===== config.mk =====
export PLATFORM = sky130hd
export DESIGN_NAME = cyclg_top
export DESIGN_NICKNAME = d
export VERILOG_FILES = /design/src/core/cyclg_pkg.sv /design/src/core/cyclg_gate.sv /design/src/core/cyclg_top.sv
export SDC_FILE = /design/constraint.sdc
export NUM_CORES = 1
export LEC_CHECK = 0
export ABC_CLOCK_PERIOD_IN_PS = 6100
export BUFFER_PORTS_ARGS = -buffer_cell sky130_fd_sc_hd__buf_2
export CAP_MARGIN = 20
export CORE_ASPECT_RATIO = 1.1
export CORE_MARGIN = 2
export CORE_UTILIZATION = 35
export CTS_CLUSTER_DIAMETER = 120
export DETAILED_ROUTE_END_ITERATION = 8
export GPL_ROUTABILITY_DRIVEN = 1
export SLEW_MARGIN = 40
export SYNTH_ARGS = -nofsm -noshare
export SYNTH_HDL_FRONTEND = slang
export SYNTH_SLANG_ARGS = --single-unit

===== constraint.sdc =====
create_clock -name hclk -period 6.1 [get_ports hclk]
set_input_delay 1.22 -clock hclk [delete_from_list [all_inputs] [get_ports hclk]]
set_output_delay 1.22 -clock hclk [all_outputs]
set_load 0.01 [all_outputs]

===== src/core/cyclg_pkg.sv =====
// constants and types shared by the cycle logic gate block
package cyclg_pkg;
  // clock and program cycle
  localparam int unsigned CLK_HZ     = 50_000_000;
  localparam logic [15:0] DIV_RST    = 16'h03E7;
  // gate array shape
  localparam int unsigned NUM_GATES  = 8;
  localparam int unsigned GATE_W     = 4;
  // register byte offsets
  localparam logic [7:0]  CTRL_OFF   = 8'h00;
  localparam logic [7:0]  DIV_OFF    = 8'h04;
  localparam logic [7:0]  CONN_OFF   = 8'h08;
  localparam logic [7:0]  INV_OFF    = 8'h0C;
  localparam logic [7:0]  SFB_OFF    = 8'h10;
  localparam logic [7:0]  TPAR_OFF   = 8'h14;
  localparam logic [7:0]  STAT_OFF   = 8'h18;
  localparam logic [7:0]  TVAL_OFF   = 8'h1C;
  localparam logic [7:0]  CNT_OFF    = 8'h20;
  // register reset values
  localparam logic [31:0] CONN_RST   = 32'h0000_0000;
  localparam logic [31:0] INV_RST    = 32'h0000_0000;
  localparam logic [9:0]  SFB_RST    = 10'h000;
  localparam logic [17:0] TPAR_RST   = 18'h0_0000;
  // special block input positions
  localparam int unsigned SF_SET     = 0;
  localparam int unsigned SF_RST     = 1;
  localparam int unsigned SF_EN      = 2;
  localparam int unsigned SF_INV     = 3;
  localparam int unsigned SF_RALL    = 4;
  localparam int unsigned SF_W       = 5;
  localparam int unsigned SF_INV_LSB = 5;
  // time parameter fields
  localparam int unsigned TP_MINOR   = 0;
  localparam int unsigned TP_MAJOR   = 8;
  localparam int unsigned TP_BASE    = 16;
  localparam logic [6:0]  MULT_SEC   = 7'h64;
  localparam logic [6:0]  MULT_MINHR = 7'h3C;
  // status fields
  localparam int unsigned ST_SFB     = 8;
  localparam int unsigned ST_ELAPSED = 9;
  localparam int unsigned ST_FLAG    = 10;

  typedef enum logic [1:0] {
    TB_SEC  = 2'b00,
    TB_MIN  = 2'b01,
    TB_HOUR = 2'b10
  } cyclg_base_type;

  typedef enum logic [2:0] {
    K_AND   = 3'b000,
    K_ANDE  = 3'b001,
    K_NAND  = 3'b010,
    K_NANDE = 3'b011,
    K_OR    = 3'b100,
    K_NOR   = 3'b101,
    K_XOR   = 3'b110,
    K_NOT   = 3'b111
  } cyclg_kind_type;
endpackage


===== src/core/cyclg_gate.sv =====
// one registered basic gate of the basic_gate_list
`timescale 1ns/10ps
`default_nettype none
module cyclg_gate #(
  parameter cyclg_pkg::cyclg_kind_type KIND = cyclg_pkg::K_AND
) (
  // clock and reset
  input  wire logic       hclk,
  input  wire logic       hresetn,
  // program cycle strobe
  input  wire logic       cyc_stb,
  // inputs and per-input configuration
  input  wire logic [3:0] gin,
  input  wire logic [3:0] conn,
  input  wire logic [3:0] inv,
  // registered output
  output logic            gout
);
  logic [3:0] eff;
  logic [3:0] prev_q;
  logic       prev_vld_q;
  logic       gout_d;
  logic       gout_q;

  // and-type gates see 1 on open inputs, the rest see 0
  localparam logic OPEN_LVL = (KIND == cyclg_pkg::K_AND) || (KIND == cyclg_pkg::K_ANDE) ||
                              (KIND == cyclg_pkg::K_NAND) || (KIND == cyclg_pkg::K_NANDE);
  assign eff = (conn & (gin ^ inv)) | (~conn & {4{OPEN_LVL}});

  wire all_hi  = &eff;
  wire prev_hi = &prev_q;

  always_comb begin
    case (KIND)
      cyclg_pkg::K_AND:   gout_d = all_hi;
      cyclg_pkg::K_ANDE:  gout_d = prev_vld_q & all_hi & ~prev_hi;
      cyclg_pkg::K_NAND:  gout_d = ~all_hi;
      cyclg_pkg::K_NANDE: gout_d = prev_vld_q & ~all_hi & prev_hi;
      cyclg_pkg::K_OR:    gout_d = |eff;
      cyclg_pkg::K_NOR:   gout_d = ~|eff;
      cyclg_pkg::K_XOR:   gout_d = eff[0] ^ eff[1];
      default:            gout_d = ~eff[0];
    endcase
  end

  // history only counts once a real cycle has been seen, so cycle one never shows an edge
  always_ff @(posedge hclk or negedge hresetn) begin
    if (!hresetn) begin
      prev_q     <= 4'h0;
      prev_vld_q <= 1'b0;
      gout_q     <= 1'b0;
    end else if (cyc_stb) begin
      prev_q     <= eff;
      prev_vld_q <= 1'b1;
      gout_q     <= gout_d;
    end
  end

  assign gout = gout_q;
endmodule // cyclg_gate
`default_nettype wire


===== src/core/cyclg_top.sv =====
// cycle logic gate block: gate array, special block controls, time decode, ahb-lite registers
`timescale 1ns/10ps
`default_nettype none
module cyclg_top (
  // clock and reset
  input  wire logic        hclk,
  input  wire logic        hresetn,
  // ahb-lite slave
  input  wire logic        hsel,
  input  wire logic [31:0] haddr,
  input  wire logic [1:0]  htrans,
  input  wire logic        hwrite,
  input  wire logic [2:0]  hsize,
  input  wire logic [31:0] hwdata,
  input  wire logic        hready,
  output logic      [31:0] hrdata,
  output logic             hreadyout,
  output logic             hresp,
  // block inputs
  input  wire logic [31:0] gate_in,
  input  wire logic [4:0]  sfb_in,
  input  wire logic        flag_in,
  // block outputs
  output logic      [7:0]  gate_out,
  output logic             sfb_out,
  output logic             flag_out,
  output logic             cycle_stb
);

  ////////////////////////////////////////////////////////////////////////////
  // ahb-lite slave

  logic        run_q;
  logic [15:0] div_q;
  logic [31:0] conn_q;
  logic [31:0] inv_q;
  logic [9:0]  sfb_cfg_q;
  logic [17:0] tpar_q;
  logic        wr_pend_q;
  logic [7:0]  wr_addr_q;
  logic [31:0] hrdata_q;
  logic [31:0] rd_val;

  // only whole-word transfers exist on this bus; hsize is not decoded
  wire        addr_ok  = hsel && htrans[1] && hready;
  wire        rd_take  = addr_ok && !hwrite;
  wire        wr_take  = addr_ok && hwrite;
  wire [7:0]  rd_off   = {haddr[7:2], 2'b00};
  wire        hit_hi   = (haddr[31:8] == 24'h00_0000);
  wire        wr_ctrl  = wr_pend_q && (wr_addr_q == cyclg_pkg::CTRL_OFF);
  wire        wr_div   = wr_pend_q && (wr_addr_q == cyclg_pkg::DIV_OFF);
  wire        wr_conn  = wr_pend_q && (wr_addr_q == cyclg_pkg::CONN_OFF);
  wire        wr_inv   = wr_pend_q && (wr_addr_q == cyclg_pkg::INV_OFF);
  wire        wr_sfb   = wr_pend_q && (wr_addr_q == cyclg_pkg::SFB_OFF);
  wire        wr_tpar  = wr_pend_q && (wr_addr_q == cyclg_pkg::TPAR_OFF);

  logic [31:0] status_w;
  logic [17:0] tval_w;
  logic [15:0] cnt_q;

  always_comb begin
    rd_val = 32'h0000_0000;
    if (!hit_hi) begin
      rd_val = 32'h0000_0000;
    end else if (rd_off == cyclg_pkg::CTRL_OFF) begin
      rd_val = {31'h0000_0000, run_q};
    end else if (rd_off == cyclg_pkg::DIV_OFF) begin
      rd_val = {16'h0000, div_q};
    end else if (rd_off == cyclg_pkg::CONN_OFF) begin
      rd_val = conn_q;
    end else if (rd_off == cyclg_pkg::INV_OFF) begin
      rd_val = inv_q;
    end else if (rd_off == cyclg_pkg::SFB_OFF) begin
      rd_val = {22'h00_0000, sfb_cfg_q};
    end else if (rd_off == cyclg_pkg::TPAR_OFF) begin
      rd_val = {14'h0000, tpar_q};
    end else if (rd_off == cyclg_pkg::STAT_OFF) begin
      rd_val = status_w;
    end else if (rd_off == cyclg_pkg::TVAL_OFF) begin
      rd_val = {14'h0000, tval_w};
    end else if (rd_off == cyclg_pkg::CNT_OFF) begin
      rd_val = {16'h0000, cnt_q};
    end
  end

  always_ff @(posedge hclk or negedge hresetn) begin
    if (!hresetn) begin
      wr_pend_q <= 1'b0;
      wr_addr_q <= 8'h00;
      hrdata_q  <= 32'h0000_0000;
    end else begin
      if (hready) begin
        wr_pend_q <= wr_take && hit_hi;
        wr_addr_q <= {haddr[7:2], 2'b00};
      end
      if (rd_take) begin
        hrdata_q <= rd_val;
      end
    end
  end

  always_ff @(posedge hclk or negedge hresetn) begin
    if (!hresetn) begin
      run_q     <= 1'b0;
      div_q     <= cyclg_pkg::DIV_RST;
      conn_q    <= cyclg_pkg::CONN_RST;
      inv_q     <= cyclg_pkg::INV_RST;
      sfb_cfg_q <= cyclg_pkg::SFB_RST;
      tpar_q    <= cyclg_pkg::TPAR_RST;
    end else begin
      if (wr_ctrl) run_q <= hwdata[0];
      if (wr_div)  div_q <= hwdata[15:0];
      if (wr_conn) conn_q <= hwdata;
      if (wr_inv)  inv_q <= hwdata;
      if (wr_sfb)  sfb_cfg_q <= hwdata[9:0];
      if (wr_tpar) tpar_q <= hwdata[17:0];
    end
  end

  // zero wait states, always okay
  assign hreadyout = 1'b1;
  assign hresp     = 1'b0;
  assign hrdata    = hrdata_q;

  ////////////////////////////////////////////////////////////////////////////
  // program cycle divider

  logic [15:0] div_cnt_q;
  logic        stb_q;
  wire         div_end = (div_cnt_q >= div_q);

  always_ff @(posedge hclk or negedge hresetn) begin
    if (!hresetn) begin
      div_cnt_q <= 16'h0000;
      stb_q     <= 1'b0;
    end else if (!run_q) begin
      div_cnt_q <= 16'h0000;
      stb_q     <= 1'b0;
    end else begin
      div_cnt_q <= div_end ? 16'h0000 : div_cnt_q + 16'h0001;
      stb_q     <= div_end;
    end
  end

  assign cycle_stb = stb_q;

  ////////////////////////////////////////////////////////////////////////////
  // basic gate array

  genvar gi;
  generate
    for (gi = 0; gi < cyclg_pkg::NUM_GATES; gi++) begin : g_gate
      cyclg_gate #(
        .KIND (cyclg_pkg::cyclg_kind_type'(gi))
      ) u_gate (
        .hclk    (hclk),
        .hresetn (hresetn),
        .cyc_stb (stb_q),
        .gin     (gate_in[gi*4 +: 4]),
        .conn    (conn_q[gi*4 +: 4]),
        .inv     (inv_q[gi*4 +: 4]),
        .gout    (gate_out[gi])
      );
    end
  endgenerate

  ////////////////////////////////////////////////////////////////////////////
  // special block common controls

  logic [4:0] sf_eff;
  logic       latch_q;
  logic       latch_d;
  logic       sfb_q;
  logic       sfb_d;
  logic       inv_hold_q;
  logic       inv_d;
  logic [15:0] cnt_d;

  // open inputs contribute zero; inversion only on connected ones
  assign sf_eff = sfb_cfg_q[4:0] & (sfb_in ^ sfb_cfg_q[9:5]);

  wire sf_en   = sf_eff[cyclg_pkg::SF_EN];
  wire sf_set  = sf_eff[cyclg_pkg::SF_SET];
  wire sf_rst  = sf_eff[cyclg_pkg::SF_RST];
  wire sf_inv  = sf_eff[cyclg_pkg::SF_INV];
  wire sf_rall = sf_eff[cyclg_pkg::SF_RALL];

  always_comb begin
    latch_d = latch_q;
    cnt_d   = cnt_q;
    inv_d   = inv_hold_q;
    sfb_d   = sfb_q;
    if (sf_en) begin
      inv_d = sf_inv;
      if (sf_rall) begin
        latch_d = 1'b0;
        cnt_d   = 16'h0000;
      end else if (cnt_q != 16'hFFFF) begin
        cnt_d = cnt_q + 16'h0001;
      end
      if (sf_rst) begin
        latch_d = 1'b0;
      end else if (sf_set) begin
        latch_d = 1'b1;
      end
      // reset forces the pin low even under inversion
      sfb_d = sf_rst ? 1'b0 : (latch_d ^ inv_d);
    end
  end

  // enable low keeps every piece of state as it was
  always_ff @(posedge hclk or negedge hresetn) begin
    if (!hresetn) begin
      latch_q    <= 1'b0;
      sfb_q      <= 1'b0;
      inv_hold_q <= 1'b0;
      cnt_q      <= 16'h0000;
    end else if (stb_q) begin
      latch_q    <= latch_d;
      sfb_q      <= sfb_d;
      inv_hold_q <= inv_d;
      cnt_q      <= cnt_d;
    end
  end

  assign sfb_out = sfb_q;

  ////////////////////////////////////////////////////////////////////////////
  // time parameter decode and flag

  wire [7:0] tp_minor = tpar_q[cyclg_pkg::TP_MINOR +: 8];
  wire [7:0] tp_major = tpar_q[cyclg_pkg::TP_MAJOR +: 8];
  wire [1:0] tp_base  = tpar_q[cyclg_pkg::TP_BASE +: 2];
  wire [6:0] tp_mult  = (tp_base == cyclg_pkg::TB_SEC) ? cyclg_pkg::MULT_SEC : cyclg_pkg::MULT_MINHR;
  // seconds base counts hundredths, minutes base seconds, hours base minutes
  wire [15:0] tp_val  = 16'(tp_major * tp_mult) + {8'h00, tp_minor};

  assign tval_w = {tp_base, tp_val};
  wire elapsed  = (tp_val != 16'h0000) && (cnt_q >= tp_val);

  logic flag_q;
  always_ff @(posedge hclk or negedge hresetn) begin
    if (!hresetn) begin
      flag_q <= 1'b0;
    end else if (stb_q) begin
      flag_q <= flag_in;
    end
  end
  assign flag_out = flag_q;

  assign status_w = {21'h00_0000, flag_q, elapsed, sfb_q, gate_out};
endmodule // cyclg_top
`default_nettype wire


# After elaboration in Yosys (flattened, before gate mapping)
# Index checks and enable logic that the tools add are counted.
# word_totals
ff_bits	201
output_inout_bits	45
# op_classes
n_bitwise	36
n_mul	1
n_reduce_logical	30
n_lt_le_gt_ge	2
muxes	21
eq_ne	14
add_sub_neg	3
# ops
cell	count
32-bit 2-to-1 mux	5
16-bit 2-to-1 mux	5
18-bit 2-to-1 mux	4
6-bit by 3-bit equality test with 1-bit output, second input constant	6
16-bit by 1-bit adder with 16-bit output, second input constant	2
16-bit greater-or-equal comparator	2
4-bit AND	6
6-bit by 2-bit equality test with 1-bit output, second input constant	4
24-bit zero test	1
4-bit AND reduction	6
4-bit XOR	6
15-bit by 8-bit adder with 16-bit output	1
8-bit zero test	2
16-bit != test, second input constant	1
4-bit NOT	4
4-bit bitwise OR	4
16-bit nonzero test	1
8-bit by 7-bit multiplier with 15-bit output	1
6-bit by 1-bit equality test with 1-bit output, second input constant	2
1-bit logical AND	12
4-bit OR reduction	2
7-bit 2-to-1 mux	1
6-bit by 4-bit equality test with 1-bit output, second input constant	1
1-bit 2-to-1 mux	6
12 further kinds	22

# Logic depth before layout (Yosys ltp)
# Gate-level depths: netlist of run 1.
# depth
depth_word	14
ltp_mapped	26
mapped_depth_nobuf	25

# Cells and area by module
# Synthesis of run 1 repeated with hierarchy kept, for this count alone.
# unflattened
hier_cells	1128
hier_area_um2	11883.9
# by_module_without_submodules
module	area_per_inst_um2	cells_each	n_inst
cyclg_top	10841.6	1026	1
cyclg_gate (g_gate[3].u_gate)	281.5	26	1
cyclg_gate (g_gate[1].u_gate)	280.3	26	1
cyclg_gate (g_gate[0].u_gate ...)	90.1	9	2
cyclg_gate (g_gate[2].u_gate ...)	85.1	9	2
cyclg_gate (g_gate[6].u_gate)	86.3	10	1
cyclg_gate (g_gate[7].u_gate)	43.8	4	1

# Worst setup path after synthesis of run 1
# Ideal clock, no wire load.
# synth_path
kind	register to register
start	register tpar_q[17]
end	register hrdata_q[9], in the netlist hrdata[9]
path_slack_ps	309
stages_incl_launch_ff	26
arrival_time_ps	5667
setup_ps	125
period_less_slack_ps	5791
path_buffers	1
path_cell_list	dfrtp_1 -> clkbuf_1 -> nor2_1 -> nor2_1 -> fa_1 -> inv_1 -> fa_1 -> inv_1 -> fa_1 -> inv_1 -> fa_1 -> inv_1 -> ha_1 -> nor2b_4 -> o31a_1 -> or4_4 -> and3_1 -> or2_4 -> ha_1 -> nor2_1 -> o211ai_1 -> a21o_1 -> o211ai_1 -> nand4_1 -> o2111ai_1 -> nand2_1
# synth_via
elab_chain_len	14
elab_cells_between_ends	16
cone_classes	1 x add/sub; 1 x mul; 1 x order compare; 10 x mux; 3 x reduce/logical
# synth_lines
element	line	source
start: declaration	cyclg_top.sv:38	logic [17:0] tpar_q;
start signal: assignment	cyclg_top.sv:109	tpar_q <= cyclg_pkg::TPAR_RST;
start signal: assignment	cyclg_top.sv:116	if (wr_tpar) tpar_q <= hwdata[17:0];
2-bit zero test (*)	cyclg_top.sv:234	wire [6:0] tp_mult = (tp_base == cyclg_pkg::TB_SEC) ? cyclg_pkg::MULT_SEC : cyclg_pkg::MULT_MINHR;
7-bit 2-to-1 mux (*)	cyclg_top.sv:234	
8-bit by 7-bit multiplier with 15-bit output (*)	cyclg_top.sv:236	wire [15:0] tp_val = 16'(tp_major * tp_mult) + {8'h00, tp_minor};
15-bit by 8-bit adder with 16-bit output (*)	cyclg_top.sv:236	
16-bit greater-or-equal comparator or 16-bit nonzero test (tied branches)	cyclg_top.sv:239	wire elapsed = (tp_val != 16'h0000) && (cnt_q >= tp_val);
1-bit logical AND	cyclg_top.sv:239	
18-bit 2-to-1 mux (*)	cyclg_top.sv:77	end else if (rd_off == cyclg_pkg::STAT_OFF) begin
18-bit 2-to-1 mux (*)	cyclg_top.sv:75	end else if (rd_off == cyclg_pkg::TPAR_OFF) begin
18-bit 2-to-1 mux (*)	cyclg_top.sv:73	end else if (rd_off == cyclg_pkg::SFB_OFF) begin
32-bit 2-to-1 mux (*)	cyclg_top.sv:71	end else if (rd_off == cyclg_pkg::INV_OFF) begin
32-bit 2-to-1 mux (*)	cyclg_top.sv:69	end else if (rd_off == cyclg_pkg::CONN_OFF) begin
32-bit 2-to-1 mux (*)	cyclg_top.sv:67	end else if (rd_off == cyclg_pkg::DIV_OFF) begin
32-bit 2-to-1 mux (*)	cyclg_top.sv:65	end else if (rd_off == cyclg_pkg::CTRL_OFF) begin
32-bit 2-to-1 mux (*)	cyclg_top.sv:63	if (!hit_hi) begin
end signal: assignment	cyclg_top.sv:97	hrdata_q <= rd_val;
end: declaration	cyclg_top.sv:41	logic [31:0] hrdata_q;
# Every way passes the cells marked *; elsewhere a longest branch is shown, timed or not.
# A chain may end at the register's enable or synchronous reset.

# Final worst setup path of run 1
# Same ends and word-level chain as after synthesis.

==> results of run 1 <==
## cells in the mapped netlist, drive strengths merged, types with 8 or more instances
master and n:
and3 13, buf 23, a22oi 26, fa 23, o21ai 78, clkbuf 34
nand3 32, nor2 78, ha 76, a221oi 11, xnor2 28, a21oi 35
a31oi 13, xor2 39, nor4 14, inv 79, dfrtp 193, nand2 89
mux2 105, nor3 21, a21o 8, dfstp 8
## per-stage QoR
stage | power, mW | hold WS [ns] | utilization, % | worst slack, ns | cells
6_report | 3.77 | 0.467 | 41.1 | 0.336 | 1708
5_1_grt | 4.01 | 0.501 | 41.1 | 0.0125 | 1707
4_1_cts | 3.79 | 0.471 | 41.0 | 0.113 | 1705
3_5_place_dp | 2.50 | 0.455 | 39.0 | 0.120 | 1668
3_3_place_gp | 2.49 | 0.450 | 38.9 | 0.199 | 1667
2_1_floorplan | 2.20 | 0.445 | - | 0.309 | 1135
## power breakdown
| group | switching (mW) | internal (mW) | total [mW] |
|---|---|---|---|
| registers | 0.0365 | 1.37 | 1.40 |
| logic | 0.634 | 0.465 | 1.10 |
| clock network | 0.528 | 0.736 | 1.26 |
| total | 1.20 | 2.57 | 3.77 |
## registers in the layout, summed over array words and instances, names as in the netlist, 6 cells and up
register / count
sfb_cfg_q: 10
tpar_q: 18
inv_q: 32
conn_q: 32
div_q: 16
hrdata: 32
g_gate.u_gate.gout: 8
div_cnt_q: 16
cnt_q: 16
wr_addr_q: 6
g_gate.u_gate.prev_q: 8
## worst max-delay path by stage
stage                    start   endpoint  slack [ns]  cells after the start
floorplan           tpar_q[17]  hrdata[9]        0.31                     25
global placement    tpar_q[17]  hrdata[9]        0.20                     24
detailed placement  tpar_q[17]  hrdata[9]        0.12                     24
CTS                 tpar_q[17]  hrdata[9]        0.11                     24
global route        tpar_q[17]  hrdata[9]        0.01                     23
finish              tpar_q[17]  hrdata[9]        0.34                     24
## metal layers
metal	track usage, %	wire (um)	vias up
met5	0	11	-
met2	31.8	16200	189
li1	-	-	4266
met1	24.7	14200	4600
met3	2.26	1330	50
met4	5.56	873	2
## logic make-up after synthesis
family / share of synthesized area [%]
compound gates: 12.9
xor+xnor: 5.03
simple gates: 12.5
buf+inv: 4.74
other cells: 0.0636
mux: 10.2
flops: 42.7
fa+ha+maj: 11.9
## what timing repair did
action | 4_1_cts | 5_1_grt
hold endpoints to repair | 0 | 0
gates resized for setup | 0 | 7
endpoints found under the setup margin | 0 | 1
hold buffers | 0 | 0
## final cells by class
cell class / count / area, um2
sequential: 201 / 5040
fill: 3262 / 19600
timing repair buffer: 158 / 848
antenna: 3 / 7.51
clock buffer: 29 / 606
tap: 432 / 541
clock inverter: 8 / 71.3
multi-input combinational: 798 / 6260
inverter: 79 / 297
## worst max-delay path: cells and delay by family, from the launching register on
kind            cells  cell delay (ns)
fa+ha+maj           6             2.61
simple gates        9             1.63
compound gates      5             0.75
flops               1             0.41
buf+inv             4             0.21
==> flow_summary.toml, run 1 <==
[outcome]
outcome = "complete, no violations"

[worst_setup_path]
cp-end-kind = "flip-flop"
slowest_delay_ns = 0.54
reg2reg_to = "hrdata[9]"
required_ns = 6.48
path_cells = "nor2_4, nor2_1, fa_1, inv_1, fa_1, inv_1, fa_1, inv_1, fa_1, inv_1, ha_1, nor2b_4, o31a_1, or4_4, and3_1, or2_4, ha_1, nor2_2, o211ai_1, a21o_1, o211ai_1, nand4_1, o2111ai_1, nand2_1"
worstPathArrival_ns = 6.14
path_max_fanout = 5
reg2regPathDepth = 24
crit_type = "reg -> reg"
rrSetupSlack_ns = 0.34
start_kind = "flip-flop"
r2r_start = "tpar_q[17]"
slowest_stage = "fa_1"

[logic_synthesis]
ys_warn_count = 0
avgSynthCellArea_um2 = 10.4
netlist_instances = 1135
syn-cell-area_um2 = 11800
async_flop_share_pct = 100
ys_ff_latch = 201
yosys-top-cells-area = "dfrtp_1 41%, mux2_2 10%, ha_1 8.0%"
synth_top_area_share_pct = 40.9
synth_top_area_cell = "dfrtp_1"
synthesis.nets = 1346
synth.yosys.seq_area_share_pct = 42.7
synth.distinct_cells = 74
synth_edf_count = 0
synthFlopType = "dfrtp_1"

[floorplan]
core_area_um2 = 33300
num_rows = 70
design.die.area_um2 = 35200
io_pins = 157
fp.dieH_um = 197
start_util_pct = 35.5
die_w_um = 179

[clock_network]
insertion_delay_ns = 0.50
cts_max_level = 1
clk_pin_slew_ns = 0.06
clock_sinks = 201
cts_root_buf = "clkbuf_16"
cts_buffers = 21
cts_tree = "yes"
cts_setup_buffers = 0
clock_path_buffers = 3

[global_route]
grt_usage_pct = 18.6
grt_overflow_total = 0
antenna_found_initial = 4
grt_max_degree = 120
grt_pass1_wl_mm = 51.0
grt_pass1_vias = 9016

[final_layout]
final_common_cell = "dfrtp_1"
postLayoutCellArea_um2 = 13700
final_nets = 1470
final_cell_mix = "192 x dfrtp_1, 142 x buf_2, 105 x mux2_2, 89 x nand2_1, 79 x inv_1"
drive_gt1_share_pct = 26.4
syn_to_final_growth_pct = 15.7

[timing]
rsz0062_at_grt = "no"
fin_setup_tns_ns = 0
clock.fmax_ghz = 0.174
fin_crit_sh_pct = 94.5
timing_hold_violations_final = 0
fin_crit_ns = 5.76
tightestPinTransition_ns = 0.766
setup_viol = 0
fin_worst_skew_ns = 0.00922
slew_viol_final = 0
slew_headroom_pct = 48.9

[placed_design]
place_congestion = 0.891
place_area_um2 = 13000
port-buffer-count = 143
place_hpwl_mm = 24.5

[worst_hold_path]
hold_class = "reg -> reg"
holdPathStages = 2
whs_endpoint = "hrdata[6]"
min_from = "hrdata[6]"

[drt]
vias_per_cell = 5.33
drt-pass1-iter-count = 5
antenna_left = 0
route.detailed.wl_per_inst_um = 19.1
drt-total-wl_mm = 32.6
drtIter0Drc = 587
vias = 9107
drc_errors = 0

[pwr]
peakVddDrop_mv = 0.217
p_leak_nw = 6.50
pwr_density_cell_nw_per_um2 = 276

[job]
drv_cap = 0
No activity file was read; power rests on OpenSTA's default activity.
==> inputs of run 2 (changes only) <==
Settings changed: SYNTH_HIERARCHICAL set to 1.
==> flow_summary.toml, run 2 <==
[timing]
rsz0062_at_grt = "no"
timing_hold_violations_final = 0
slew_viol_final = 0
hold_ws_ns = 0.471
setup_viol = 0
fin_worst_skew_ns = 0.00955
slew_headroom_pct = 42.1
clock.fmax_ghz = 0.174
fin_setup_tns_ns = 0
fin_crit_ns = 5.74
tightestPinTransition_ns = 0.865
fin_crit_sh_pct = 94.2

[global_route]
grt_max_degree = 148
grt_pass1_vias = 9114
grt_pass1_wl_mm = 52.7
grt_overflow_total = 0
antenna_found_initial = 6
grt_usage_pct = 18.8

[drt]
drtIter0Drc = 563
drc_errors = 0
antenna_left = 0
vias_per_cell = 5.31
vias = 9157
drt-total-wl_mm = 33.9
drt-pass1-iter-count = 5
route.detailed.wl_per_inst_um = 19.7

[logic_synthesis]
synth.yosys.seq_area_share_pct = 42.6
syn-cell-area_um2 = 11900
async_flop_share_pct = 100
synthesis.nets = 1339
avgSynthCellArea_um2 = 10.5
synthTopCellsByCount = "194 x dfrtp_1, 90 x nand2_1, 85 x nor2_1"
synth_edf_count = 0
synthFlopType = "dfrtp_1"
synth_top_area_share_pct = 40.9
netlist_instances = 1128
ys_warn_count = 6
yosys-top-cells-area = "dfrtp_1 41%, ha_1 8.0%, mux2_2 7.2%"
ys_ff_latch = 202
synth.most_common_cell = "dfrtp_1"
synth.distinct_cells = 83
synth_top_area_cell = "dfrtp_1"

[final_layout]
final_nets = 1481
final_core_util_pct = 41.8
multiInputGateArea_um2 = 6390
regArea_um2 = 5060
fill_cells = 3220
final_common_cell = "dfrtp_1"
final_cell_mix = "194 x dfrtp_1, 142 x buf_2, 90 x nand2_1, 83 x nor2_1, 77 x inv_1"
final_cells = 1723
drive_gt1_share_pct = 23.9
syn_to_final_growth_pct = 17.4

[worst_setup_path]
required_ns = 6.55
worstPathArrival_ns = 6.19
crit_type = "reg -> reg"
path_max_fanout = 7
rrSetupSlack_ns = 0.36
cp-end-kind = "flip-flop"
start_kind = "flip-flop"

[pwr]
switching_share_pct = 31.5
peakVddDrop_mv = 0.155
clockPowerShare_pct = 35.5
power.switching_mw = 1.22
seq_power_share_pct = 36.3
pwr_density_cell_nw_per_um2 = 279
p_total_mw = 3.89
p_leak_nw = 6.59
p_comb_share_pct = 28.1
internal_power_mw = 2.66

[floorplan]
start_util_pct = 35.6
fp.dieH_um = 197
num_rows = 70
design.die.area_um2 = 35400
die_w_um = 180
io_pins = 157
core_area_um2 = 33400

[clock_network]
clk_pin_slew_ns = 0.06
cts_root_buf = "clkbuf_16"
cts_hold_buf = 0
clock_sinks = 202
cts_buffers = 22
cts_max_level = 1
insertion_delay_ns = 0.51
cts_tree = "yes"
clock_path_buffers = 3

[placed_design]
place_inst = 1676
place_hpwl_mm = 25.5
port-buffer-count = 143
place_congestion = 0.885

[outcome]
outcome = "complete, no violations"

[job]
drv_cap = 0

[worst_hold_path]
hold_class = "reg -> reg"
==> run 2: power by group through the flow <==
| stage | combinational, mW | clock [mW] | sequential [mW] |
|---|---|---|---|
| after global routing | 1.23 | 1.47 | 1.42 |
| after CTS | 1.06 | 1.41 | 1.41 |
| after floorplan | 0.729 | 0 | 1.42 |
| after global placement | 1.04 | 0 | 1.43 |
| after detailed placement | 1.05 | 0 | 1.44 |
| final | 1.09 | 1.38 | 1.41 |
==> run 2: final timing paths <==
path | start | endpoint | cells after the start
worst max-delay path | tpar_q[17] | hrdata[9] | 23
worst min-delay path | hrdata[6] | hrdata[6] | 1
worst max register to register | tpar_q[17] | hrdata[9] | 23
worst min register to register | hrdata[6] | hrdata[6] | 1
max in group asynchronous | hresetn | g_gate[3].u_gate/prev_q[3] | 3
min in group asynchronous | hresetn | inv_q[6] | 1
==> run 2: cell type report <==
| type | count | share of cell area (%) |
|---|---|---|
| clock inverter | 5 | 0.556 |
| tap | 432 | 3.88 |
| sequential | 202 | 36.3 |
| inverter | 78 | 2.10 |
| clock buffer | 35 | 4.81 |
| antenna | 5 | 0.0897 |
| multi-input combinational | 808 | 45.8 |
| timing repair buffer | 158 | 6.43 |
==> run 2: worst max-delay path: stages (launching register included) <==
cell and delay, ns:
dfrtp_1 0.41, buf_4 0.17, o21ai_1 0.23, fa_1 0.46, inv_1 0.08, fa_1 0.43, fa_1 0.49, inv_1 0.05
fa_1 0.47, inv_1 0.04, ha_1 0.35, a21o_1 0.20, a21oi_1 0.21, nand2_1 0.10, xnor2_1 0.38, ha_1 0.26
a21o_1 0.12, a211oi_1 0.09, o2bb2ai_1 0.14, a31oi_1 0.22, o221ai_1 0.15, and3_1 0.18, a311oi_1 0.29, o21a_1 0.15
==> run 2: logic make-up after synthesis <==
kind of cell	after synthesis	synth area share, %
AOI/OAI and AO/OA	228	13.2
xor gates and xnor gates	69	5.09
adders and majority gates	99	11.9
buffers and inverters	118	4.03
DFF	202	42.6
muxes	114	10.8
other	2	0.0632
and+or+nand+nor	296	12.4
==> run 2: per-stage QoR <==
step	cell area, um2	setup slack, ns
final	13900	0.357
after global routing	13900	0.0241
after CTS	13900	0.180
after detailed placement	13100	0.221
after global placement	13100	0.307
after floorplan	11900	0.594
==> run 2: what timing repair did <==
item | CTS | global route
setup endpoints to repair | 0 | 1
setup buffers | 0 | 1
resized for setup | 0 | 5
endpoints found under the hold margin | 0 | 0
==> run 2: metal layers <==
layer / routed length, um / vias up / GRT usage (%)
met5: 0 / - / 0
met1: 14600 / 4580 / 24.4
met2: 16900 / 206 / 32.6
met3: 1370 / 52 / 2.19
met4: 990 / 0 / 6.38
li1: - / 4319 / -
